$ cat config.mk
export PLATFORM = sky130hd
export DESIGN_NAME = nhf_ctrl
export DESIGN_NICKNAME = d
export VERILOG_FILES = /design/src/rtl/nhf_crc_hash.v /design/src/rtl/nhf_ctrl.v
export VERILOG_INCLUDE_DIRS = /design/src /design/src/common
export SDC_FILE = /design/constraint.sdc
export NUM_CORES = 1
export LEC_CHECK = 0
export ABC_AREA = 1
export BUFFER_PORTS_ARGS = -buffer_cell sky130_fd_sc_hd__buf_2
export CAP_MARGIN = 20
export CORE_MARGIN = 2
export CORE_UTILIZATION = 40
export DETAILED_ROUTE_END_ITERATION = 16
export PLACE_DENSITY_LB_ADDON = 0.08
export SLEW_MARGIN = 15
export SYNTH_ARGS = -nofsm -noshare
export SYNTH_HDL_FRONTEND = slang
export SYNTH_SLANG_ARGS = --single-unit
$ cat constraint.sdc
create_clock -name sys_clk -period 2.8 [get_ports sys_clk]
set_input_delay 0.42 -clock sys_clk [delete_from_list [all_inputs] [get_ports sys_clk]]
set_output_delay 0.42 -clock sys_clk [all_outputs]
set_load 0.02 [all_outputs]
$ cat src/common/nhf_consts.vh
// nhf_consts.vh : offsets, field positions, reset values and timing counts
// assumes: included by bare name from the rtl files of the nhf block
`ifndef NHF_CONSTS_VH
`define NHF_CONSTS_VH

// =====================================================================
// clock and timing
// =====================================================================
`define NHF_CLK_HZ          50000000
`define NHF_SELFTEST_MS     25
`define NHF_BLACKOUT_MS     1
// least time rounds up; both far above 4096 so the top makes parameters
`define NHF_SELFTEST_CYC    ((`NHF_CLK_HZ / 1000) * `NHF_SELFTEST_MS)
`define NHF_BLACKOUT_CYC    ((`NHF_CLK_HZ / 1000) * `NHF_BLACKOUT_MS)

// =====================================================================
// filter table layout
// =====================================================================
`define NHF_TABLE_BITS      512
`define NHF_HASH_W          9
`define NHF_LWORD_W         32
`define NHF_LWORDS          16
`define NHF_ADDR_W          48
`define NHF_CRC_INIT        32'hffffffff
`define NHF_CRC_POLY        32'h04c11db7

// =====================================================================
// irq_status_reg field positions
// =====================================================================
`define NHF_ST_RX_DONE      0
`define NHF_ST_TX_DONE      1
`define NHF_ST_RX_UNAVAIL   2
`define NHF_ST_INIT_DONE    3
`define NHF_ST_FAIL         4
`define NHF_ST_RST_DONE     5
`define NHF_ST_CODE_LO      8
`define NHF_ST_W            12
`define NHF_ST_IRQ_MASK     12'h007

// =====================================================================
// reset values of fields that do not reset to zero
// =====================================================================
`define NHF_BURST_RST       4'h1
`define NHF_WDOG_RST        16'h04e2

`endif

$ cat src/rtl/nhf_crc_hash.v
// nhf_crc_hash.v : serial-equivalent address CRC, folded into one cycle
// assumes: destination address arrives as one 48-bit word, byte 0 low
`timescale 1ns/1ns
`default_nettype none
`include "nhf_consts.vh"

module nhf_crc_hash (
    // address in
    input  wire [47:0] dest_addr,
    // hash index out
    output wire [8:0]  hash_index
);

    // =================================================================
    // crc walk
    // =================================================================
    // one crc step per address bit, lsb of each half first
    function [31:0] nhf_step;
        input [31:0] crc;
        input        din;
        reg          fb;
        begin
            fb = crc[31] ^ din;
            nhf_step = {crc[30:0], 1'b0} ^ (fb ? `NHF_CRC_POLY : 32'h0);
        end
    endfunction

    reg [31:0] crc_v;            // running residue
    integer    i;                // bit counter

    // low 32 bits then upper 16, all ones start
    always @* begin
        crc_v = `NHF_CRC_INIT;
        for (i = 0; i < `NHF_ADDR_W; i = i + 1) begin
            crc_v = nhf_step(crc_v, dest_addr[i]);
        end
    end

    // nine most significant residue bits, reversed: bit 23 is index msb
    assign hash_index = {crc_v[23], crc_v[24], crc_v[25], crc_v[26],
                         crc_v[27], crc_v[28], crc_v[29], crc_v[30],
                         crc_v[31]};

endmodule
`default_nettype wire

$ cat src/rtl/nhf_ctrl.v
// nhf_ctrl.v : hash destination filter, reset / self test and irq status
// assumes: one clock, setup buffer arrives as 32 longword strobes, frame
// destination arrives as one strobe before the frame is committed
`timescale 1ns/1ns
`default_nettype none
`include "nhf_consts.vh"

module nhf_ctrl #(
    parameter SELFTEST_CYC = `NHF_SELFTEST_CYC,
    parameter BLACKOUT_CYC = `NHF_BLACKOUT_CYC
) (
    // clock and reset
    input  wire        sys_clk,
    input  wire        arst_n,
    input  wire        clk_en,
    // software control
    input  wire        soft_reset_bit,
    input  wire        irq_enable_bit,
    input  wire        mode_wr,
    input  wire [3:0]  burst_limit_in,
    input  wire        selftest_fault,
    input  wire [3:0]  selftest_code,
    // host register access handshake
    input  wire        reg_req,
    output wire        reg_ack,
    // status access
    input  wire        status_wr,
    input  wire [11:0] status_wdata,
    output reg  [11:0] irq_status_reg,
    output reg  [3:0]  burst_limit_field,
    output reg  [15:0] rx_watchdog_count,
    output reg  [15:0] tx_watchdog_count,
    output reg         soft_reset_rd,
    output reg         procs_stopped,
    output wire        irq_req,
    // events
    input  wire        rx_done_evt,
    input  wire        tx_done_evt,
    input  wire        rx_unavail_evt,
    // setup frame load
    input  wire        setup_start,
    input  wire        hash_mode_select,
    input  wire        setup_wr,
    input  wire [31:0] setup_word,
    input  wire        setup_end,
    output reg         setup_error,
    output reg         hash_mode_reg,
    // frame destination check
    input  wire        dest_valid,
    input  wire [47:0] dest_addr,
    output reg         filt_valid,
    output reg         filt_accept
);

    // =================================================================
    // states
    // =================================================================
    localparam [3:0] ST_RESET = 4'b0001;   // reset sequence
    localparam [3:0] ST_TEST  = 4'b0010;   // self test running
    localparam [3:0] ST_READY = 4'b0100;   // taking host commands
    localparam [3:0] ST_FAIL  = 4'b1000;   // self test aborted

    reg [3:0]  state_reg;                  // control state
    reg [3:0]  state_next;                 // its next value
    reg [31:0] cnt_reg;                    // cycles since reset release
    reg [2:0]  rst_sync_reg;               // soft reset edge tracking
    reg        soft_rst_reg;               // soft reset in progress
    reg        soft_seen_reg;              // last reset came from software
    reg        irq_line_reg;               // interrupt request
    reg [`NHF_LWORD_W-1:0] table_mem [0:`NHF_LWORDS-1]; // hash buckets
    reg [47:0] station_reg;                // station physical address
    reg [5:0]  setup_idx_reg;              // longword count, 32 needs 6 bits
    reg        setup_busy_reg;             // setup buffer arriving
    wire [8:0] hash_index;                 // table index of destination
    wire [11:0] status_next;               // status after set and clear
    wire [11:0] evt_set;                   // newly raised status bits
    wire       soft_kick;                  // soft reset start request
    wire       blackout;                   // register accesses ignored
    genvar     g;

    // =================================================================
    // reset request
    // =================================================================
    // soft reset bit is same-clock logic; a mode write with it set starts the sequence unless one is in progress
    assign soft_kick = soft_reset_bit & mode_wr & ~soft_rst_reg;

    // =================================================================
    // state machine
    // =================================================================
    always @* begin
        state_next = state_reg;
        case (state_reg)
            ST_RESET: state_next = ST_TEST;
            ST_TEST: begin
                // first failing test aborts the run
                if (selftest_fault) begin
                    state_next = ST_FAIL;
                end else if (cnt_reg >= SELFTEST_CYC - 1) begin
                    state_next = ST_READY;
                end
            end
            ST_READY: state_next = ST_READY;
            ST_FAIL:  state_next = ST_FAIL;
            default:  state_next = ST_RESET;
        endcase
    end

    // clocked control state; soft reset reruns the sequence
    always @(posedge sys_clk or negedge arst_n) begin
        if (!arst_n) begin
            state_reg     <= ST_RESET;
            cnt_reg       <= 32'h0;
            soft_rst_reg  <= 1'b0;
            soft_seen_reg <= 1'b0;
            rst_sync_reg  <= 3'h0;
        end else if (clk_en) begin
            rst_sync_reg <= {rst_sync_reg[1:0], soft_reset_bit};
            if (soft_kick) begin
                state_reg     <= ST_RESET;
                cnt_reg       <= 32'h0;
                soft_rst_reg  <= 1'b1;
                soft_seen_reg <= 1'b1;
            end else begin
                state_reg <= state_next;
                if (cnt_reg != 32'hffffffff) begin
                    cnt_reg <= cnt_reg + 32'h1;
                end
                if (state_reg == ST_READY) begin
                    soft_rst_reg <= 1'b0;
                end
            end
        end
    end

    // =================================================================
    // host access blackout
    // =================================================================
    // no answer inside the first millisecond, so the bus times out
    assign blackout = (cnt_reg < BLACKOUT_CYC);
    // host keeps to status reads during test; device does not police it
    // beyond the blackout
    assign reg_ack  = reg_req & ~blackout;

    // =================================================================
    // configuration registers
    // =================================================================
    // non-zero reset values; soft reset reads back as one
    always @(posedge sys_clk or negedge arst_n) begin
        if (!arst_n) begin
            burst_limit_field <= `NHF_BURST_RST;
            rx_watchdog_count <= `NHF_WDOG_RST;
            tx_watchdog_count <= `NHF_WDOG_RST;
            soft_reset_rd     <= 1'b0;
            procs_stopped     <= 1'b1;
        end else if (clk_en) begin
            if (soft_kick) begin
                burst_limit_field <= `NHF_BURST_RST;
                rx_watchdog_count <= `NHF_WDOG_RST;
                tx_watchdog_count <= `NHF_WDOG_RST;
                soft_reset_rd     <= 1'b1;
            end else if (mode_wr && reg_ack) begin
                burst_limit_field <= burst_limit_in;
            end
            // rx and tx come up stopped and stay stopped; nothing here starts them
            procs_stopped <= 1'b1;
        end
    end

    // =================================================================
    // interrupt status
    // =================================================================
    assign evt_set[`NHF_ST_RX_DONE]    = rx_done_evt & (state_reg == ST_READY);
    assign evt_set[`NHF_ST_TX_DONE]    = tx_done_evt & (state_reg == ST_READY);
    assign evt_set[`NHF_ST_RX_UNAVAIL] = rx_unavail_evt &
                                         (state_reg == ST_READY);
    assign evt_set[11:3] = 9'h0;

    // write one clears, but a same-cycle set wins
    assign status_next = (irq_status_reg &
                          ~(status_wr && reg_ack ? status_wdata : 12'h0))
                         | evt_set;

    // status update and done / fail flags
    always @(posedge sys_clk or negedge arst_n) begin
        if (!arst_n) begin
            irq_status_reg <= 12'h020;             // done indicator reads one
        end else if (clk_en) begin
            if (soft_kick) begin
                irq_status_reg <= 12'h020;
            end else begin
                irq_status_reg <= status_next;
                irq_status_reg[`NHF_ST_RST_DONE] <= 1'b1;
                if (state_reg == ST_TEST && state_next == ST_READY) begin
                    irq_status_reg[`NHF_ST_INIT_DONE] <= 1'b1;
                end
                if (state_reg == ST_TEST && state_next == ST_FAIL) begin
                    irq_status_reg[`NHF_ST_FAIL] <= 1'b1;
                    irq_status_reg[11:8] <= selftest_code;
                end
            end
        end
    end

    // request rises only on a new event, drops once status bits 2:0 are all clear;
    // a recurring pending event does not re-raise it
    always @(posedge sys_clk or negedge arst_n) begin
        if (!arst_n) begin
            irq_line_reg <= 1'b0;
        end else if (clk_en) begin
            if (soft_kick) begin
                irq_line_reg <= 1'b0;
            end else if ((status_next & `NHF_ST_IRQ_MASK) == 12'h0) begin
                irq_line_reg <= 1'b0;
            end else if (|(evt_set & ~irq_status_reg)) begin
                irq_line_reg <= 1'b1;
            end
        end
    end

    // gated by the enable bit, sourced only from status
    assign irq_req = irq_line_reg & irq_enable_bit;

    // =================================================================
    // setup frame load
    // =================================================================
    // 32 longwords: 16 table words then station address
    always @(posedge sys_clk or negedge arst_n) begin
        if (!arst_n) begin
            setup_idx_reg  <= 6'h0;
            setup_busy_reg <= 1'b0;
            setup_error    <= 1'b0;
            hash_mode_reg  <= 1'b0;
            station_reg    <= 48'h0;
        end else if (clk_en) begin
            if (soft_kick) begin
                setup_busy_reg <= 1'b0;
                hash_mode_reg  <= 1'b0;
                station_reg    <= 48'h0;
            end else if (setup_start) begin
                setup_idx_reg  <= 6'h0;
                setup_busy_reg <= 1'b1;
                setup_error    <= 1'b0;
                hash_mode_reg  <= hash_mode_select;
            end else if (setup_busy_reg && setup_wr) begin
                setup_idx_reg <= setup_idx_reg + 6'h1;
                if (setup_idx_reg == 6'h10) begin
                    station_reg[31:0] <= setup_word;
                end
                if (setup_idx_reg == 6'h11) begin
                    station_reg[47:32] <= setup_word[15:0];
                end
            end else if (setup_busy_reg && setup_end) begin
                setup_busy_reg <= 1'b0;
                // anything but exactly 128 bytes is an error
                setup_error <= (setup_idx_reg != 6'h20) | setup_wr;
            end
        end
    end

    // table longwords, zeroed by any reset
    generate
        for (g = 0; g < `NHF_LWORDS; g = g + 1) begin : gen_tbl
            always @(posedge sys_clk or negedge arst_n) begin
                if (!arst_n) begin
                    table_mem[g] <= 32'h0;
                end else if (clk_en) begin
                    if (soft_kick) begin
                        table_mem[g] <= 32'h0;
                    end else if (setup_busy_reg && setup_wr &&
                                 setup_idx_reg == g) begin
                        table_mem[g] <= setup_word;
                    end
                end
            end
        end
    endgenerate

    // =================================================================
    // destination filter
    // =================================================================
    nhf_crc_hash u_hash (
        .dest_addr  (dest_addr),
        .hash_index (hash_index)
    );

    // one cycle after the destination, ahead of any commit
    always @(posedge sys_clk or negedge arst_n) begin
        if (!arst_n) begin
            filt_valid  <= 1'b0;
            filt_accept <= 1'b0;
        end else if (clk_en) begin
            filt_valid <= dest_valid;
            if (dest_valid) begin
                if (!hash_mode_reg) begin
                    // perfect filtering lives elsewhere; accept here
                    filt_accept <= 1'b1;
                end else if (dest_addr[0]) begin
                    // multicast bit: hash lookup
                    filt_accept <= table_mem[hash_index[8:5]][hash_index[4:0]];
                    // longword index/32, bit index%32
                end else begin
                    filt_accept <= (dest_addr == station_reg);
                end
            end
        end
    end

endmodule
`default_nettype wire

==> impl_metrics.py, run 1 <==
metrics = {
    "detailed_routing": {
        "drtPass1Iterations": 6,
        "routedWlPerCell_um": 19.8,
        "wirelength_mm": 132,
        "drc_errors": 0,
        "num_vias": 34604,
        "vias_per_cell": 5.19,
        "drt-initial-drc-count": 3268,
        "drtAntennaViolNets": 0,
    },
    "sta": {
        "max_freq_ghz": 0.214,
        "worstMarginPinSlew_ns": 0.721,
        "fin_skew_ns": 0.0230,
        "rsz0062_at_grt": "true",
        "final-hold-violation-count": 0,
        "worst_slack_ns": -1.87,
        "slew_viol_final": 0,
        "slew_headroom": 0.517,
        "timing.hold.ws_ns": 0.0590,
        "finalCritPeriodShare": 1.67,
        "fin_crit_ns": 4.67,
        "setup_viol": 1,
    },
    "synthesis": {
        "ys_types": 56,
        "synth.yosys.seq_area_share": 0.435,
        "avgSynthCellArea_um2": 7.30,
        "yosysWarnings": 0,
        "synth_seq_cells": 625,
        "syn_area_um2": 36000,
        "syn-instance-count": 4926,
    },
    "place": {
        "dpl_worst_slack_ns": -2.88,
        "post_dp_cell_area_um2": 41900,
        "numPortBuffers": 137,
        "routabilityCongestion": 0.957,
        "hpwlAfterDp_mm": 88.6,
    },
    "global_routing": {
        "grt_pass1_wl_mm": 202,
        "grt_max_degree": 86,
        "grt_antenna_before_repair": 6,
        "grt_pass1_vias": 33184,
        "grt.total_usage": 0.284,
        "grt-ovfl-total": 0,
    },
    "die": {
        "ioPinCount": 173,
        "dieArea_um2": 92300,
        "initial_utilization": 0.405,
        "rows": 109,
        "dieHeight_um": 304,
        "core_region_area_um2": 88800,
        "fp.dieW_um": 304,
    },
    "clock_network": {
        "clockBufferDepth": 3,
        "insertion_delay_ns": 0.64,
        "cts_sinks": 625,
        "numCtsBuffers": 76,
        "cts_max_level": 3,
        "tritoncts": "yes",
        "cts_root_buf": "clkbuf_16",
        "clk_pin_slew_worst_paths_ns": 0.06,
    },
    "min_path": {
        "min_path_cells": 4,
        "hp-class": "input port to register",
    },
    "run_status": {
        "failed_checks": "negative setup slack",
        "status": "finished, violations left",
    },
    "setup_path": {
        "critPathMaxStageDelay_ns": 0.23,
        "start_kind": "input port",
        "cp_slowest_cell": "buf_4",
        "critPathKind": "input port to register",
        "crit_family": "simple AND/OR/NAND/NOR gates",
        "worst-path-buf-inv": 9,
        "crit_cells": 45,
        "timing.critical_path.mode_cell": "nand2_1",
        "path_max_fanout": 12,
        "reg2regPathDepth": 21,
        "cp_data_required_time_ns": 3.37,
        "worstSetupEndpointType": "register",
        "cp.arrival_ns": 5.24,
    },
    "cells_and_area": {
        "nets": 5562,
        "largest_reg_flops": 512,
        "finish.utilization": 0.524,
        "final_area_um2": 46500,
        "area_growth_pct": 29.3,
        "layout-drive-gt1-share": 0.221,
        "fillers": 8776,
    },
    "job": {
        "drv_cap": 0,
    },
}
-- cell usage after synthesis, drive strengths merged --
library cell	n	area [µm²]
a221oi	5	43.8
dfrtp	623	15600
a22oi	2	15.0
nand2b	1	6.26
xnor2	32	288
or2	16	100
clkbuf	155	582
a31oi	4	25.0
a41oi	3	26.3
conb	2	7.51
o41ai	1	8.76
o211a	1	10.0
nor3b	1	7.51
clkinv	4	15.0
or3	1	6.26
o21ai	611	3060
nand3b	96	721
nand3	603	3080
o211ai	87	653
a21o	1	7.51
dfstp	2	52.6
nor2	97	367
buf	151	943
a22o	5	43.8
o21bai	1	7.51
or4	1	7.51
a2bb2oi	1	8.76
o31ai	5	37.5
a2111oi	3	26.3
nor4	9	56.3
o22ai	14	87.6
nand4	8	50.1
nor3	27	135
xor2	122	1100
nand2	1694	6640
a21oi	39	195
inv	486	1830
a31o	1	8.76
o2111ai	3	26.3
ha	5	62.6
a211oi	2	15.0
o21a	1	7.51
-- cell usage in the layout (no fill, tap or decap), types with 96 or more instances in the layout --
cell type	Yosys	layout
nand2_2	64	117
xor2_1	118	102
nand3_1	593	523
dfrtp_1	623	623
buf_2	85	128
nand2_1	1614	1513
o21ai_0	604	597
inv_1	452	441
buf_4	58	474
nand3b_1	96	96
-- layout make-up --
class / instances / area (µm²) / area share
multi-input combinational: 3537 / 18500 / 0.399
sequential: 625 / 15600 / 0.336
timing repair buffer: 710 / 6180 / 0.133
clock buffer: 110 / 2220 / 0.0478
inverter: 490 / 1930 / 0.0415
tap: 1165 / 1460 / 0.0314
clock inverter: 30 / 519 / 0.0112
antenna: 5 / 12.5 / 0.000269
-- per-layer routing --
metal  routed length (µm)  global-route usage
met1                61100               0.402
met2                59700               0.452
met3                 7520              0.0374
met4                 3710              0.0867
met5                    0                   0
-- final timing paths --
kind | start | endpoint | slack (ns)
max in group asynchronous | arst_n | table_mem[380]$_DFFE_PN0P_ | 1.55
worst min-delay path | status_wdata[6] | irq_status_reg[6]$_DFFE_PN0P_ | 0.06
worst max-delay path | dest_addr[0] | filt_accept$_DFFE_PN0P_ | -1.87
worst min register to register | soft_reset_rd$_DFFE_PN0P_ | soft_reset_rd$_DFFE_PN0P_ | 0.46
min in group asynchronous | arst_n | table_mem[275]$_DFFE_PN0P_ | 0.33
worst max register to register | cnt_reg[0]$_DFFE_PN0P_ | cnt_reg[31]$_DFFE_PN0P_ | 0.08
-- metrics by stage --
| stage | cells | setup TNS, ns |
|---|---|---|
| floorplan | 4958 | -1.39 |
| global placement | 6469 | -3.64 |
| detailed placement | 6469 | -3.42 |
| CTS | 6651 | -1.78 |
| global route | 6672 | -2.38 |
| finish | 6672 | -1.87 |
-- tightest hold or removal path: cells and delay by family --
kind | cells | cell delay, ns
AND/OR/NAND/NOR | 2 | 0.13
buffers and inverters | 2 | 0.12
-- repair_timing --
| item | CTS | global route |
|---|---|---|
| hold buffers | 7 | 0 |
| buffers inserted | 29 | 15 |
| gates resized for setup | 135 | 134 |
| pin swaps | 41 | 49 |
| setup endpoints to repair | 4 | 15 |
| hold endpoints to repair | 32 | 0 |
| gates cloned | 6 | 1 |
-- kinds of logic after synthesis --
group,count (synthesis),share of synthesized area
AOI/OAI and AO/OA,790,0.120
DFF,625,0.435
and+or+nand+nor,2554,0.311
other,2,0.000209
xor gates and xnor gates,154,0.0386
adders and majority gates,5,0.00174
buffers and inverters,796,0.0938
Power of run 1 is left out: the tool's default activity adds up to more than one toggle a clock period on the data nets, which glitch-free logic cannot reach.
==> run 2, diff against run 1 <==
--- a/config.mk
+++ b/config.mk
@@ -6,7 +6,6 @@
 export SDC_FILE = /design/constraint.sdc
 export NUM_CORES = 1
 export LEC_CHECK = 0
-export ABC_AREA = 1
 export BUFFER_PORTS_ARGS = -buffer_cell sky130_fd_sc_hd__buf_2
 export CAP_MARGIN = 20
 export CORE_MARGIN = 2
@@ -16,4 +15,5 @@
 export SLEW_MARGIN = 15
 export SYNTH_ARGS = -nofsm -noshare
 export SYNTH_HDL_FRONTEND = slang
+export SYNTH_HIERARCHICAL = 1
 export SYNTH_SLANG_ARGS = --single-unit
==> run 2 against run 1 <==
Via count down 28%. Non-clock buffer count shrank 200. Critical path depth decreased by 22. Flip-flop and latch count stayed put. Register-to-register slack better by 0.23 ns. First-iteration DRC count shrank 47%. Core utilization down 3.3 points. Setup slack got worse by 0.78 ns. Worst hold slack worse by 0.027 ns. The flow still finishes with violations (negative setup slack). Synthesized cell count is 38% lower.
==> impl_metrics.py, run 2 <==
metrics = {
    "cells_and_area": {
        "final_area_um2": 39500,
        "area_growth_pct": 21.6,
        "largest_reg_flops": 512,
        "layout_common_cells": "dfrtp_1 (623), o21ai_0 (596), nand3_1 (555)",
        "layout-drive-gt1-share": 0.245,
        "antenna_cells": 0,
        "nets": 3497,
        "layout_commonest_cell": "dfrtp_1",
    },
    "synthesis": {
        "yosysMostFrequentCell": "dfrtp_1",
        "synth_top_family_by_area": "simple AND/OR/NAND/NOR gates",
        "synth-edff-count": 0,
        "ys_types": 78,
        "synthMuxAreaShare": 0.0968,
        "synth.yosys.seq_area_share": 0.481,
        "synthAdderAreaFrac": 0.00192,
        "yosysWarnings": 6,
        "synth_seq_cells": 625,
        "syn_area_um2": 32500,
        "avgSynthCellArea_um2": 10.6,
        "yosysTopAreaCell": "dfrtp_1",
        "syn-instance-count": 3072,
        "synthTopCellsByCount": "dfrtp_1 (623), o21ai_0 (597), nand3_1 (564)",
        "yosys.area_share.simple": 0.129,
        "yosys-top-cells-area": "dfrtp_1 (48%), o21ai_0 (9.2%), nand3_1 (8.7%)",
        "ys_async_sr_fraction": 1.00,
        "ys.flop_type": "dfrtp_1",
        "synth_top_area_frac": 0.479,
        "synth_compound_area_frac": 0.121,
        "synth_xor_area_frac": 0.120,
    },
    "setup_path": {
        "crit_chain": "buf_2, buf_4, xor2_2, buf_4, xnor3_2, xor2_4, buf_12, xor2_4, xor2_4, buf_4, xnor2_2, xnor3_1, xnor2_2, xnor3_4, buf_16, buf_16, buf_12, mux4_2, mux4_2, mux2_2, o21ai_2, nor4_1, a211o_1",
        "worstSetupEndpointType": "register",
        "cp_slowest_cell": "mux4_2",
        "regToRegSetupSlack_ns": 0.31,
        "path_max_fanout": 13,
        "critPathKind": "input port to register",
        "start_kind": "input port",
        "crit_family": "XOR/XNOR gates",
        "worst-path-buf-inv": 8,
        "cp_data_required_time_ns": 3.30,
        "critPathMaxStageDelay_ns": 0.50,
        "cp.arrival_ns": 5.95,
    },
    "detailed_routing": {
        "num_vias": 24988,
        "drtAntennaViolNets": 0,
        "drc_errors": 0,
        "drtPass1Iterations": 5,
        "vias_per_cell": 5.57,
        "wirelength_mm": 104,
        "drt-initial-drc-count": 1732,
        "routedWlPerCell_um": 23.3,
    },
    "die": {
        "rows": 104,
        "dieHeight_um": 289,
        "initial_utilization": 0.404,
        "fp.dieW_um": 289,
        "core_region_area_um2": 80500,
        "ioPinCount": 173,
        "dieArea_um2": 83600,
    },
    "clock_network": {
        "cts_max_level": 3,
        "cts_root_buf": "clkbuf_16",
        "cts_sinks": 625,
        "insertion_delay_ns": 0.62,
        "tritoncts": "yes",
        "clockBufferDepth": 3,
        "numCtsBuffers": 74,
        "clk_pin_slew_worst_paths_ns": 0.06,
    },
    "min_path": {
        "hp-class": "input port to register",
    },
    "global_routing": {
        "grt_antenna_before_repair": 2,
        "grt_pass1_vias": 25478,
        "grt-ovfl-total": 0,
        "grt_pass1_wl_mm": 161,
        "grt_max_degree": 148,
        "grt.total_usage": 0.255,
        "met1_usage": 0.348,
        "use_met3": 0.0428,
        "grtUsageMet2": 0.422,
        "grt_busiest_layer": "met2",
    },
    "sta": {
        "setup_viol": 1,
        "worstMarginPinSlew_ns": 0.955,
        "fin_crit_ns": 5.45,
        "rsz0062_at_grt": "true",
        "final-hold-violation-count": 0,
        "max_freq_ghz": 0.183,
        "finalCritPeriodShare": 1.95,
        "slew_viol_final": 0,
        "slew_headroom": 0.354,
        "worst_slack_ns": -2.65,
        "fin_skew_ns": 0.0237,
    },
    "place": {
        "hpwlAfterDp_mm": 68.6,
        "post_dp_cell_area_um2": 36700,
        "routabilityCongestion": 0.900,
        "numPortBuffers": 137,
    },
    "run_status": {
        "failed_checks": "negative setup slack",
        "status": "finished, violations left",
    },
    "job": {
        "drv_cap": 0,
    },
}
## run 2: changes by cell type in the layout (fill, tap and decap cells not counted), sizes merged, moves of 90 or more
cell,change
nand2,-1568
inv,-439
nand3b,-90
xnor2,+162
buf,-192
mux4,+117
## run 2: final cells by class
cell class                 count  area [µm²]
fill                        7424       41000
multi-input combinational   2121       15900
sequential                   625       15600
timing repair buffer         510        4070
clock buffer                 114        2220
tap                         1060        1330
clock inverter                15         191
inverter                      43         161
## run 2: path summary, 6_finish.rpt
check	from	endpoint	depth (start not counted)
max	dest_addr[0]	filt_accept$_DFFE_PN0P_	23
min	burst_limit_in[2]	burst_limit_field[2]$_DFFE_PN0P_	2
max reg2reg	table_mem[58]$_DFFE_PN0P_	filt_accept$_DFFE_PN0P_	7
min reg2reg	burst_limit_field[0]$_DFFE_PN1P_	burst_limit_field[0]$_DFFE_PN1P_	2
max in group asynchronous	arst_n	table_mem[358]$_DFFE_PN0P_	4
min in group asynchronous	arst_n	station_reg[21]$_DFFE_PN0P_	2
## run 2: per-layer routing
layer  vias to the layer above  share of wire
met4                         0          0.025
met5                         -              0
met3                       136          0.050
met1                     12677           0.44
met2                       583           0.49
li1                      11592              -
## run 2: logic make-up after synthesis
kind of cell | Yosys count
AO/OA/AOI/OAI | 730
XOR/XNOR | 326
adder cells (fa/ha/maj) | 5
buffers and inverters | 358
flip-flops | 625
multiplexers | 168
other | 2
AND/OR/NAND/NOR | 858
## run 2: repair_timing
action | in CTS | in global routing
endpoints found under the hold margin | 96 | 0
endpoints found under the setup margin | 1 | 1
cloned | 1 | 0
gates resized for setup | 13 | 17
buffers inserted | 7 | 7
hold buffers | 5 | 0
pin swaps | 5 | 10
## run 2: per-stage QoR
stage | TNS [ns] | cells | utilization | hold WS (ns) | worst slack (ns)
after CTS | -2.71 | 4481 | 0.489 | 0.00402 | -2.71
final | -2.65 | 4488 | 0.491 | 0.0318 | -2.65
after floorplan | -2.57 | 3104 | - | 0.124 | -2.57
after detailed placement | -3.72 | 4339 | 0.456 | 0.287 | -3.72
after global placement | -3.69 | 4339 | 0.456 | 0.286 | -3.69
after global routing | -2.80 | 4488 | 0.491 | 0.0292 | -2.80
Power of run 2 is left out for the same reason.
